[config.mk]
export PLATFORM = sky130hd
export DESIGN_NAME = pcrm_regmap
export DESIGN_NICKNAME = d
export VERILOG_FILES = /design/src/pcrm_pkg.sv /design/src/pcrm_addr_seq.sv /design/src/pcrm_speed_sel.sv /design/src/pcrm_regmap.sv
export SDC_FILE = /design/constraint.sdc
export NUM_CORES = 1
export LEC_CHECK = 0
export ABC_AREA = 1
export BUFFER_PORTS_ARGS = -buffer_cell sky130_fd_sc_hd__buf_4
export CORE_ASPECT_RATIO = 1.5
export CORE_MARGIN = 10
export CORE_UTILIZATION = 40
export DETAILED_ROUTE_END_ITERATION = 12
export PLACE_DENSITY = 0.56
export SYNTH_ARGS = -nofsm -noshare
export SYNTH_HDL_FRONTEND = slang
export SYNTH_SLANG_ARGS = --single-unit
[constraint.sdc]
create_clock -name core_clk -period 5.1 [get_ports core_clk]
set_clock_uncertainty 0.2 [all_clocks]
set_input_delay 0.51 -clock core_clk [delete_from_list [all_inputs] [get_ports core_clk]]
set_output_delay 0.51 -clock core_clk [all_outputs]
set_load 0.05 [all_outputs]
[src/pcrm_pkg.sv]
package pcrm_pkg;

   // ************************************************************
   // address space
   // ************************************************************
   localparam int ADDR_W = 8;
   localparam int BANK_BYTES = 56;
   localparam logic [7:0] ADDR_LAST = 8'h37;
   localparam logic [7:0] ADDR_RSVD_LAST = 8'h03;

   // register base offsets, most significant byte first
   localparam logic [7:0] OFS_ENV2 = 8'h04;
   localparam logic [7:0] OFS_ENV1 = 8'h08;
   localparam logic [7:0] OFS_DECEL_SCURVE = 8'h0c;
   localparam logic [7:0] OFS_ACCEL_SCURVE = 8'h0e;
   localparam logic [7:0] OFS_DECEL_RATE = 8'h10;
   localparam logic [7:0] OFS_ACCEL_RATE = 8'h12;
   localparam logic [7:0] OFS_SPEED_MAG = 8'h14;
   localparam logic [7:0] OFS_RAMP_DOWN = 8'h16;
   localparam logic [7:0] OFS_INIT_SPEED = 8'h19;
   localparam logic [7:0] OFS_RUN_SPEED_A = 8'h1b;
   localparam logic [7:0] OFS_RUN_SPEED_B = 8'h1d;
   localparam logic [7:0] OFS_PULSE_TARGET = 8'h1f;
   localparam logic [7:0] OFS_OP_MODE = 8'h23;
   localparam logic [7:0] OFS_COMMAND = 8'h25;
   localparam logic [7:0] OFS_STATUS = 8'h26;
   localparam logic [7:0] OFS_INT_CAUSE = 8'h2a;
   localparam logic [7:0] OFS_GPIO_CTRL = 8'h2c;
   localparam logic [7:0] OFS_POSITION = 8'h2e;
   localparam logic [7:0] OFS_REMAINING = 8'h32;
   localparam logic [7:0] OFS_SPEED_MON = 8'h36;

   // ************************************************************
   // field widths and reset
   // ************************************************************
   localparam int W_ENV1 = 30;
   localparam int W_SCURVE = 12;
   localparam int W_RATE = 16;
   localparam int W_MAG = 12;
   localparam int W_RAMP = 24;
   localparam int W_SPEED = 13;
   localparam int W_PULSE = 28;
   localparam int W_MODE = 15;
   localparam logic [7:0] BYTE_RESET = 8'h00;

   // speed change commands (codes are arbitrary)
   localparam logic [7:0] CMD_RUN_SPEED_A = 8'h40;
   localparam logic [7:0] CMD_RUN_SPEED_B = 8'h41;

   // ************************************************************
   // carriers
   // ************************************************************
   typedef struct packed {
      logic start;
      logic [ADDR_W-1:0] addr;
      logic wr;
      logic rd;
      logic [7:0] wdata;
   } pcrm_req_t;

   typedef struct packed {
      logic [31:0] status_word;
      logic [W_PULSE-1:0] remaining_pulses;
      logic [W_SPEED-1:0] current_speed;
   } pcrm_mon_t;

   typedef struct packed {
      logic [31:0] env2;
      logic [W_ENV1-1:0] env1;
      logic [W_SCURVE-1:0] decel_scurve_range;
      logic [W_SCURVE-1:0] accel_scurve_range;
      logic [W_RATE-1:0] decel_rate;
      logic [W_RATE-1:0] accel_rate;
      logic [W_MAG-1:0] speed_mag;
      logic [W_RAMP-1:0] ramp_down_point;
      logic [W_SPEED-1:0] initial_speed;
      logic [W_SPEED-1:0] run_speed_step_a;
      logic [W_SPEED-1:0] run_speed_step_b;
      logic [W_PULSE-1:0] pulse_count_target;
      logic [W_MODE-1:0] operation_mode;
      logic [15:0] interrupt_cause;
      logic [15:0] gpio_ctrl;
      logic [31:0] position;
   } pcrm_cfg_t;

   // ************************************************************
   // byte decoding
   // ************************************************************
   // valid bits of one byte address; unused upper bits read zero
   function automatic logic [7:0] byte_mask(input logic [7:0] a);
      logic [7:0] m;
      m = 8'hff;
      if (a <= ADDR_RSVD_LAST || a > ADDR_LAST) begin
         m = 8'h00;
      end else if (a == OFS_ENV1) begin
         m = 8'h3f;
      end else if (a == OFS_DECEL_SCURVE || a == OFS_ACCEL_SCURVE || a == OFS_SPEED_MAG) begin
         m = 8'h0f;
      end else if (a == OFS_INIT_SPEED || a == OFS_RUN_SPEED_A || a == OFS_RUN_SPEED_B) begin
         m = 8'h1f;
      end else if (a == OFS_SPEED_MON) begin
         m = 8'h1f;
      end else if (a == OFS_PULSE_TARGET || a == OFS_REMAINING) begin
         m = 8'h0f;
      end else if (a == OFS_OP_MODE) begin
         m = 8'h7f;
      end
      return m;
   endfunction

   // byte addresses that the host may change
   function automatic logic byte_writable(input logic [7:0] a);
      logic w;
      w = (a > ADDR_RSVD_LAST) && (a < OFS_STATUS);
      if (a >= OFS_INT_CAUSE && a < OFS_REMAINING) begin
         w = 1'b1;
      end
      return w;
   endfunction

endpackage

[src/pcrm_addr_seq.sv]
`timescale 1ns/100ps
module pcrm_addr_seq
   import pcrm_pkg::*;
(
   // clock and control
   input wire logic core_clk,
   input wire logic srst,
   input wire logic ce,
   // pointer load and step
   input wire logic load,
   input wire logic [ADDR_W-1:0] load_addr,
   input wire logic step,
   // current byte address
   output logic [ADDR_W-1:0] ptr
);

   typedef struct packed {
      logic [ADDR_W-1:0] ptr;
   } pcrm_seq_state_t;

   pcrm_seq_state_t state;
   pcrm_seq_state_t next_state;

   // load wins over step; step advances one byte
   always_comb begin
      next_state = state;
      if (load) begin
         next_state.ptr = load_addr;
      end else if (step) begin
         next_state.ptr = state.ptr + 8'h01;
      end
   end

   // pointer register
   always_ff @(posedge core_clk) begin
      if (srst) begin
         state <= '0;
      end else if (ce) begin
         state <= next_state;
      end
   end

   assign ptr = state.ptr;

endmodule

[src/pcrm_speed_sel.sv]
`timescale 1ns/100ps
module pcrm_speed_sel
   import pcrm_pkg::*;
(
   // clock and control
   input wire logic core_clk,
   input wire logic srst,
   input wire logic ce,
   // command strobe and code
   input wire logic cmd_valid,
   input wire logic [7:0] cmd_code,
   // both run speed step values
   input wire logic [W_SPEED-1:0] speed_a,
   input wire logic [W_SPEED-1:0] speed_b,
   // selected run speed
   output logic sel_b,
   output logic [W_SPEED-1:0] run_speed
);

   typedef struct packed {
      logic sel_b;
      logic [W_SPEED-1:0] run_speed;
   } pcrm_sel_state_t;

   pcrm_sel_state_t state;
   pcrm_sel_state_t next_state;

   // switch source on speed change command, follow selected value
   always_comb begin
      next_state = state;
      if (cmd_valid && cmd_code == CMD_RUN_SPEED_B) begin
         next_state.sel_b = 1'b1;
      end else if (cmd_valid && cmd_code == CMD_RUN_SPEED_A) begin
         next_state.sel_b = 1'b0;
      end
      next_state.run_speed = next_state.sel_b ? speed_b : speed_a;
   end

   // selection register
   always_ff @(posedge core_clk) begin
      if (srst) begin
         state <= '0;
      end else if (ce) begin
         state <= next_state;
      end
   end

   assign sel_b = state.sel_b;
   assign run_speed = state.run_speed;

endmodule

[src/pcrm_regmap.sv]
`timescale 1ns/100ps
module pcrm_regmap
   import pcrm_pkg::*;
(
   // clock and control
   input wire logic core_clk,
   input wire logic srst,
   input wire logic ce,
   // host byte access
   input wire pcrm_req_t req,
   output logic [7:0] rdata,
   output logic rvalid,
   output logic [ADDR_W-1:0] cur_addr,
   // motion core monitors
   input wire pcrm_mon_t mon,
   // configuration to motion core
   output pcrm_cfg_t cfg,
   output logic [W_SPEED-1:0] active_run_speed,
   output logic run_speed_sel_b,
   // command strobe
   output logic cmd_valid,
   output logic [7:0] cmd_code,
   // host write to read-only byte, or any access to reserved or unmapped byte, seen
   output logic access_fault
);

   // ************************************************************
   // state
   // ************************************************************
   typedef struct packed {
      logic [BANK_BYTES-1:0][7:0] bank;
      logic [7:0] rdata;
      logic rvalid;
      logic cmd_valid;
      logic [7:0] cmd_code;
      logic access_fault;
   } pcrm_state_t;

   pcrm_state_t state;
   pcrm_state_t next_state;

   logic [ADDR_W-1:0] ptr;
   logic [ADDR_W-1:0] acc_addr;
   logic [ADDR_W-1:0] start_next;
   logic access;
   logic [7:0] mon_byte;
   logic [31:0] mon_status;
   logic [31:0] mon_remaining;
   logic [15:0] mon_speed;

   // ************************************************************
   // address sequencing
   // ************************************************************
   // a start carries its own address, later strobes use the pointer
   assign acc_addr = req.start ? req.addr : ptr;
   assign access = req.wr || req.rd;
   // a start with an access leaves the pointer one past its own address
   assign start_next = access ? ADDR_W'(req.addr + 8'h01) : req.addr;

   // every start reloads, so a stale pointer never leaks into a new block
   pcrm_addr_seq u_addr_seq (
      .core_clk (core_clk),
      .srst (srst),
      .ce (ce),
      .load (req.start),
      .load_addr (start_next),
      .step (access),
      .ptr (ptr)
   );

   // ************************************************************
   // byte helpers
   // ************************************************************
   // fetch big-endian bytes from the bank
   function automatic logic [31:0] be_word(input logic [BANK_BYTES-1:0][7:0] b,
                                           input logic [7:0] ofs,
                                           input int nbytes);
      logic [31:0] w;
      w = 32'h0000_0000;
      for (int i = 0; i < 4; i++) begin
         if (i < nbytes) begin
            w = {w[23:0], b[ofs + 8'(i)]};
         end
      end
      return w;
   endfunction

   // pick one byte of a monitor word, most significant first
   function automatic logic [7:0] word_byte(input logic [31:0] w, input logic [1:0] idx);
      logic [7:0] r;
      case (idx)
         2'd0: r = w[31:24];
         2'd1: r = w[23:16];
         2'd2: r = w[15:8];
         default: r = w[7:0];
      endcase
      return r;
   endfunction

   // ************************************************************
   // read-only monitor bytes
   // ************************************************************
   // live values from the motion core, padded with zero above width
   always_comb begin
      mon_status = mon.status_word;
      mon_remaining = {4'h0, mon.remaining_pulses};
      mon_speed = {3'h0, mon.current_speed};
      mon_byte = 8'h00;
      if (acc_addr >= OFS_STATUS && acc_addr < OFS_INT_CAUSE) begin
         mon_byte = word_byte(mon_status, 2'(acc_addr - OFS_STATUS));
      end else if (acc_addr >= OFS_REMAINING && acc_addr < OFS_SPEED_MON) begin
         mon_byte = word_byte(mon_remaining, 2'(acc_addr - OFS_REMAINING));
      end else if (acc_addr == OFS_SPEED_MON) begin
         mon_byte = mon_speed[15:8];
      end else if (acc_addr == OFS_SPEED_MON + 8'h01) begin
         mon_byte = mon_speed[7:0];
      end
   end

   // ************************************************************
   // next state
   // ************************************************************
   // byte writes, reads, command strobe and fault flag
   always_comb begin
      next_state = state;
      next_state.rvalid = 1'b0;
      next_state.cmd_valid = 1'b0;
      if (req.wr) begin
         if (byte_writable(acc_addr)) begin
            // one byte only, neighbours of a wide register stay put
            next_state.bank[acc_addr[5:0]] = req.wdata & byte_mask(acc_addr);
            if (acc_addr == OFS_COMMAND) begin
               next_state.cmd_valid = 1'b1;
               next_state.cmd_code = req.wdata;
            end
         end else begin
            // reserved, read-only or unmapped byte: dropped
            next_state.access_fault = 1'b1;
         end
      end
      if (req.rd) begin
         next_state.rvalid = 1'b1;
         if (acc_addr <= ADDR_RSVD_LAST || acc_addr > ADDR_LAST) begin
            next_state.rdata = 8'h00;
            next_state.access_fault = 1'b1;
         end else if (byte_writable(acc_addr)) begin
            next_state.rdata = state.bank[acc_addr[5:0]] & byte_mask(acc_addr);
         end else begin
            next_state.rdata = mon_byte & byte_mask(acc_addr);
         end
      end
      // a start without access clears the fault flag
      if (req.start && !access) begin
         next_state.access_fault = 1'b0;
      end
   end

   // ************************************************************
   // registers
   // ************************************************************
   // single state register, frozen while ce is low
   always_ff @(posedge core_clk) begin
      if (srst) begin
         state <= '0;
      end else if (ce) begin
         state <= next_state;
      end
   end

   // ************************************************************
   // speed selection
   // ************************************************************
   pcrm_speed_sel u_speed_sel (
      .core_clk (core_clk),
      .srst (srst),
      .ce (ce),
      .cmd_valid (state.cmd_valid),
      .cmd_code (state.cmd_code),
      .speed_a (cfg.run_speed_step_a),
      .speed_b (cfg.run_speed_step_b),
      .sel_b (run_speed_sel_b),
      .run_speed (active_run_speed)
   );

   // ************************************************************
   // outputs
   // ************************************************************
   // configuration fields gathered from the bank
   always_comb begin
      cfg.env2 = be_word(state.bank, OFS_ENV2, 4);
      cfg.env1 = W_ENV1'(be_word(state.bank, OFS_ENV1, 4));
      cfg.decel_scurve_range = W_SCURVE'(be_word(state.bank, OFS_DECEL_SCURVE, 2));
      cfg.accel_scurve_range = W_SCURVE'(be_word(state.bank, OFS_ACCEL_SCURVE, 2));
      cfg.decel_rate = W_RATE'(be_word(state.bank, OFS_DECEL_RATE, 2));
      cfg.accel_rate = W_RATE'(be_word(state.bank, OFS_ACCEL_RATE, 2));
      cfg.speed_mag = W_MAG'(be_word(state.bank, OFS_SPEED_MAG, 2));
      cfg.ramp_down_point = W_RAMP'(be_word(state.bank, OFS_RAMP_DOWN, 3));
      cfg.initial_speed = W_SPEED'(be_word(state.bank, OFS_INIT_SPEED, 2));
      cfg.run_speed_step_a = W_SPEED'(be_word(state.bank, OFS_RUN_SPEED_A, 2));
      cfg.run_speed_step_b = W_SPEED'(be_word(state.bank, OFS_RUN_SPEED_B, 2));
      cfg.pulse_count_target = W_PULSE'(be_word(state.bank, OFS_PULSE_TARGET, 4));
      cfg.operation_mode = W_MODE'(be_word(state.bank, OFS_OP_MODE, 2));
      cfg.interrupt_cause = 16'(be_word(state.bank, OFS_INT_CAUSE, 2));
      cfg.gpio_ctrl = 16'(be_word(state.bank, OFS_GPIO_CTRL, 2));
      cfg.position = be_word(state.bank, OFS_POSITION, 4);
   end

   assign rdata = state.rdata;
   assign rvalid = state.rvalid;
   assign cur_addr = ptr;
   assign cmd_valid = state.cmd_valid;
   assign cmd_code = state.cmd_code;
   assign access_fault = state.access_fault;

endmodule

== Yosys cells after proc, flatten, opt, wreduce, memory -nomap -nowiden ==
Cells that the tools add are included.

* Bitwise operators: 3
* Reduce and logical (&&, ||, !) cells: 23
* Muxes and demuxes: 47
* Equal/unequal tests: 19
* $add $sub $neg: 4
* Magnitude comparators: 12

{| class="wikitable"
|+ Operators with widths
! kind !! count
|-
| $bwmux 448 || 1
|-
| $mux 8 || 27
|-
| $bmux 8 s6 || 1
|-
| $demux 8 s6 || 1
|-
| $pmux 8 s3 || 2
|-
| $eq 8x5->1 const B || 5
|-
| $eq 8x6->1 const B || 5
|-
| $lt 8x6->1 const B || 4
|-
| $and 8x8->8 || 3
|-
| $eq 8x4->1 const B || 3
|-
| $ge 8x6->1 const B || 3
|-
| $mux 9 || 2
|-
| $add 8x1->8 const B || 2
|-
| $eq 8x7->1 const B || 2
|-
| $mux 13 || 1
|-
| $mux 1 || 11
|-
| $mux 10 || 1
|-
| $gt 8x2->1 const B || 1
|-
| $gt 8x6->1 const B || 1
|-
| $le 8x2->1 const B || 1
|-
| $logic_and 1x1->1 || 8
|-
| $logic_or 1x1->1 || 7
|-
| $lt 6x7->1 const B || 1
|-
| $ge 6x1->1 const B || 1
|-
| other kinds (9) || 14
|}

* Word-level logic and storage cells: 172
* Input port bits: 95
* Output and inout port bits: 341
* Flip-flop bits (word level): 489

== Depth between registers and ports, before layout ==
* Depth in word-level cells: 14
* Mapped depth: 20
* Mapped depth without buffers: 16

== Hierarchy ==
From an unflattened synthesis, not the netlist that was laid out.

* Cells, all modules: 4,088
* Area, all modules: 26,599.3 um^2

{| class="wikitable"
|+ By module, submodules not included
! module !! area an instance (um^2) !! seq. area each (um^2) !! instances !! cells an instance
|-
| pcrm_regmap || 25,072.8 || 9,349.0 || 1 || 3,871
|-
| pcrm_speed_sel || 991.0 || 280.3 || 1 || 133
|-
| pcrm_addr_seq || 535.5 || 160.2 || 1 || 84
|}

== Least setup slack after synthesis ==
No wires, ideal clock.

* Path type: reg2reg
* Start: register u_addr_seq.state (netlist bit u_addr_seq.ptr[5])
* End: register state (netlist bit cfg[176])
* Clock period less this slack: 2,710 ps
* Path slack: 2,390 ps
* Data required time: 4,772 ps
* Path buffers: 2
* Setup time: 128 ps
* Arrival: 2,382 ps
* Stages on the path, launching flop included: 16
* Cell sequence: dfxtp_1 -> inv_1 -> o21ai_2 -> nand2_1 -> nand2_2 -> inv_1 -> nand2_1 -> nand2_1 -> nand2_4 -> nand2_4 -> buf_8 -> nor2_4 -> nand2_2 -> buf_2 -> a21oi_1 -> nor2_1

* Cells in the longest elaborated chain, start to end: 13
* Elaborated cells on any way between the ends: 43
* Classes of those cells: order compare (8); eq/ne (10); mux (14); bitwise (1); reduce/logical (10)

{| class="wikitable"
|+ Ends and longest elaborated chain
! what !! RTL line !! source
|-
| from (decl) || pcrm_addr_seq.sv:21 || <nowiki>pcrm_seq_state_t state;</nowiki>
|-
| from (signal assigned) || pcrm_addr_seq.sv:39 || <nowiki>state <= next_state;</nowiki>
|-
| $mux 8 * || pcrm_regmap.sv:55 || <nowiki>assign acc_addr = req.start ? req.addr : ptr;</nowiki>
|-
| $eq 8x5->1 / $eq 8x6->1 (equally long branches) || pcrm_pkg.sv:103 || <nowiki>end else if (a == OFS_PULSE_TARGET || a == OFS_REMAINING) begin</nowiki>
|-
| $logic_or 1x1->1 || pcrm_pkg.sv:103 ||
|-
| $mux 8 || pcrm_pkg.sv:103 ||
|-
| $mux 8 || pcrm_pkg.sv:101 || <nowiki>end else if (a == OFS_SPEED_MON) begin</nowiki>
|-
| $mux 8 || pcrm_pkg.sv:99 || <nowiki>end else if (a == OFS_INIT_SPEED || a == OFS_RUN_SPEED_A || a == OFS_RUN_SPEED_B) begin</nowiki>
|-
| $mux 8 || pcrm_pkg.sv:97 || <nowiki>end else if (a == OFS_DECEL_SCURVE || a == OFS_ACCEL_SCURVE || a == OFS_SPEED_MAG) begin</nowiki>
|-
| $mux 8 || pcrm_pkg.sv:95 || <nowiki>end else if (a == OFS_ENV1) begin</nowiki>
|-
| $mux 8 || pcrm_pkg.sv:93 || <nowiki>if (a <= ADDR_RSVD_LAST || a > ADDR_LAST) begin</nowiki>
|-
| $mux 8 || pcrm_regmap.sv:129 || <nowiki>if (byte_writable(acc_addr)) begin</nowiki>
|-
| $mux 8 || pcrm_regmap.sv:128 || <nowiki>if (req.wr) begin</nowiki>
|-
| $and 8x8->8 || pcrm_regmap.sv:131 || <nowiki>next_state.bank[acc_addr[5:0]] = req.wdata & byte_mask(acc_addr);</nowiki>
|-
| $bwmux 448 || pcrm_regmap.sv:131 ||
|-
| to (signal assigned) || pcrm_regmap.sv:166 || <nowiki>state <= next_state;</nowiki>
|-
| to (decl) || pcrm_regmap.sv:39 || <nowiki>pcrm_state_t state;</nowiki>
|}

Mark *: on every way between the ends. The rest lies on a longest branch, timed or not. The select of a mux whose other input is x is not followed.
A chain may end at the register's enable or synchronous reset.

== Worst setup path after layout ==
* Start: register u_addr_seq.state (netlist bit u_addr_seq.ptr[1])
* End: register state (netlist bit cfg[264])

Same word-level chain as after synthesis.

==> results.tsv <==
stage	metric	value	unit
min_path	hp-class	in2reg	
detailed_routing	dr_total_vias	24120	
layout	diodes	0	
critical_path	setup.worst_path.start_class	flop	
synth	mappedNetlistNets	4051	
critical_path	reg2reg_from	u_addr_seq.ptr[1]	
place	gpl_wtd_cong	0.9352	
synth	synthAdderAreaFrac	0.09722	%
global_routing	grt_pass1_wl	151200	microns
run	drv.max_cap_violation_count	0	
global_routing	global_route_total_usage_across_every_layer	26.79	%
floorplanning	core_area	63620	sq um
clocking	tritoncts_num_sinks	489	
synth	yosysWarningCount	0	
critical_path	crit_type	reg2reg	
clocking	cts-htree-levels	2	
timing	maxSlewViolCount	0	
synth	synth-async-reset-ratio	0	%
min_path	hold_path.startpoint	req[17]	
floorplanning	io-pin-count	436	
synth	main_combinational_cell_family_by_area_after_synthesis	simple AND/OR/NAND/NOR gates	
timing	max_slew_margin	36.51	%
detailed_routing	length_of_the_first_detailed_routing_pass_in_iterations	6	
timing	timing.final.setup_violations	0	
detailed_routing	drc	0	
floorplanning	fp.dieH	330.7	microns
critical_path	cp_data_required_time	5380	ps
synth	synth_area_leaders	sky130_fd_sc_hd__dfxtp_1 38%, sky130_fd_sc_hd__nand2_1 17%, sky130_fd_sc_hd__buf_4 9.3%	
critical_path	crit_path_frequent_cell	sky130_fd_sc_hd__nand2_1	
synth	syn_avg_cell_area	6.510	sq um
synth	netlist_instances	3954	
place	detailedPlace.worstSlack	999.1	ps
synth	yosys.area.top_type_share	38.03	%
power	power_density	324.9	nW/um^2
critical_path	timing.critical_path.arrival	4050	ps
layout	layout_filler_cell_count	6866	
critical_path	timing.critical_path.slowest_stage_cell	sky130_fd_sc_hd__nor2_1	
synth	synth_common_cells	1153 x sky130_fd_sc_hd__nand2_1, 489 x sky130_fd_sc_hd__dfxtp_1, 486 x sky130_fd_sc_hd__inv_1, 335 x sky130_fd_sc_hd__a21oi_1, 320 x sky130_fd_sc_hd__buf_4	
global_routing	gr-total-overflow	0	
clocking	root_buffer	sky130_fd_sc_hd__clkbuf_16	
synth	synth_compound_area_share	15.20	%
layout	final_cells	4807	
outcome	outcome	finished, final reports clean	
floorplanning	initial_core_util	40.46	%
global_routing	grt_max_degree	111	
timing	fin_tns_setup	0	ps
floorplanning	die_area	75100	sq um
power	post-layout-total-power	9.422	mW
clocking	cts_tree	done	
detailed_routing	drtIter0Drc	2129	
synth	ys_types	39	
critical_path	cp_max_fo	23	
critical_path	critical_path.cell_chain	o21ai_4 > buf_4 > nand2_1 > nor2_1 > nand2_1 > o21ai_0 > a21oi_1	
critical_path	timing.critical_path.slowest_cell_delay	820	ps
timing	final_hold_viol_count	0	
clocking	path_clk_slew	60	ps
clocking	clock_tree.buffer_depth	3	
timing	grt_setup_unrepaired	false	
synth	synthDominantAreaCellType	sky130_fd_sc_hd__dfxtp_1	
layout	postLayoutCoreUtil	45.58	%
layout	final_layout_size_suffix_gt1_share	16.39	%
detailed_routing	route.antenna.remaining_nets	0	
synth	yosys-mux-area-fraction	0	%
timing	layout_worst_path_cycle_share	73.75	%
floorplanning	die-width	227.1	microns
critical_path	cp_startpoint	u_addr_seq.ptr[1]	
timing	worst_pin_slew	952.3	ps
place	place.port_buffers	435	
critical_path	critical_path.n_buffers_inverters	1	
global_routing	number_of_antenna_violations_at_the_first_check_in_global_routing	2	
synth	synth-edff-count	0	
power	leak_pwr	13.67	nW
synth	synthesis.area	25740	sq um
timing	timing.fmax	0.2659	GHz
floorplanning	placementRows	113	
layout	seq_area	9789	sq um
synth	synth-simple-area-share	26.14	%
global_routing	vias_in_the_first_global_route	23280	
power	vdd.ir_drop.worst	0.0002285	V
synth	synth_xor_area_share	0.1021	%
detailed_routing	postRouteWirelength	104100	microns
layout	layout-area-overhead-vs-synth	12.65	%
clocking	cts-resized-gates	0	
synth	synthMostInstantiatedCell	sky130_fd_sc_hd__nand2_1	
place	place.detailed.instances	4709	
timing	minimum_clock_period	3761	ps
synth	yosysSeqAreaShare	38.03	%
critical_path	critical-path-top-delay-family	simple AND/OR/NAND/NOR gates	
critical_path	setup.worst_path.end_class	flop	
clocking	clock_insertion_delay_worst_skew	630	ps
place	hpwlAfterDp	75340	microns
layout	nNetsFinal	4056	
timing	postLayoutSetupSlackWorst	1339	ps
layout	multi_input_comb_area	10760	sq um
synth	postSynth.topFlopCell	sky130_fd_sc_hd__dfxtp_1	
synth	synth.ff_latch_count	489	
clocking	cts.repair_timing.setup_buffer_count	0	
detailed_routing	vias_per_cell	5.018	
clocking	cts_buffers	52	
detailed_routing	post_drt_wl_per_cell	21.65	microns
## cells by family (layout without fill, tap and decap cells)
family                   Yosys count  in the layout
XOR/XNOR                           3              3
adder cells (fa/ha/maj)            2              2
flip-flops                       489            489
AND/OR/NAND/NOR                 1665           1665
AO/OA/AOI/OAI                    740            740
buffers and inverters           1055           1103
## what timing repair did
action / 4_1_cts / 5_1_grt
endpoints found under the hold margin: 1 / 0
endpoints found under the setup margin: 0 / 0
hold buffers: 1 / 0
## layout make-up
| class | count | area share (%) |
|---|---|---|
| clock buffers | 81 | 5.389 |
| clock inverters | 16 | 0.6602 |
| inverters | 520 | 6.749 |
| multi-input cells | 2410 | 37.10 |
| flip-flops and latches | 489 | 33.76 |
| well taps | 805 | 3.474 |
| repair buffers | 486 | 12.86 |
## flip-flops by register name, indices dropped and copies added (netlist names)
signal and count:
access_fault 1, cfg 300, cmd_code 8, cmd_valid 1
rdata 8, rvalid 1, state 148, u_addr_seq.ptr 8
u_speed_sel.run_speed 13, u_speed_sel.sel_b 1
## cells in the final DEF (no fill, tap or decap), types with 12 or more instances in the layout
cell type	synthesis	routed
sky130_fd_sc_hd__nor3_1	32	32
sky130_fd_sc_hd__dfxtp_1	489	489
sky130_fd_sc_hd__nor2_1	293	288
sky130_fd_sc_hd__buf_4	320	478
sky130_fd_sc_hd__inv_2	33	33
sky130_fd_sc_hd__nand2_1	1153	1150
sky130_fd_sc_hd__nand3b_1	12	12
sky130_fd_sc_hd__clkbuf_16	0	54
sky130_fd_sc_hd__inv_1	486	485
sky130_fd_sc_hd__clkbuf_1	141	16
sky130_fd_sc_hd__nand3_1	124	124
sky130_fd_sc_hd__o21ai_0	267	267
sky130_fd_sc_hd__a21oi_1	335	335
sky130_fd_sc_hd__nor2_4	12	15
sky130_fd_sc_hd__nand2_2	11	12
sky130_fd_sc_hd__o21ai_1	78	76
sky130_fd_sc_hd__o211ai_1	17	17
sky130_fd_sc_hd__a211oi_1	23	23
## report_power, final
| part | switching [mW] | total (mW) | internal (mW) |
|---|---|---|---|
| sequential | 0.0221 | 3.86 | 3.84 |
| combinational | 1.17 | 1.57 | 0.401 |
| clock | 1.68 | 3.99 | 2.30 |
| total | 2.87 | 9.42 | 6.55 |
## layer usage
| layer | track usage (%) | wire length (microns) | up-vias |
|---|---|---|---|
| met5 | 0 | 0 | - |
| met4 | 12.50 | 5109 | 0 |
| met3 | 5.701 | 7920 | 198 |
| met2 | 46.09 | 50300 | 863 |
| met1 | 31.19 | 40730 | 11110 |
| li1 | - | - | 11950 |
## tightest hold or removal path, stage by stage
cell                      delay (ps)
sky130_fd_sc_hd__buf_4            80
sky130_fd_sc_hd__nand2_1          40
sky130_fd_sc_hd__nand3_1          70
sky130_fd_sc_hd__a31oi_1          70
## path summary, 6_finish.rpt
path | endpoint | slack [ps] | cells after the start
worst max register to register | cfg[264] | 1340 | 7
worst min register to register | state[432] | 220 | 2
worst min-delay path | u_addr_seq.ptr[7] | 20 | 4
worst max-delay path | cfg[264] | 1340 | 7
## per-stage QoR
stage                     hold slack [ps]  instance area (sq um)
after global placement              207.0                  27230
after floorplan                     199.9                  25740
final                               22.40                  29000
after global routing                47.40                  29000
after CTS                          0.9081                  29000
after detailed placement            208.8                  27230
Power figures use the tool's default switching activity.
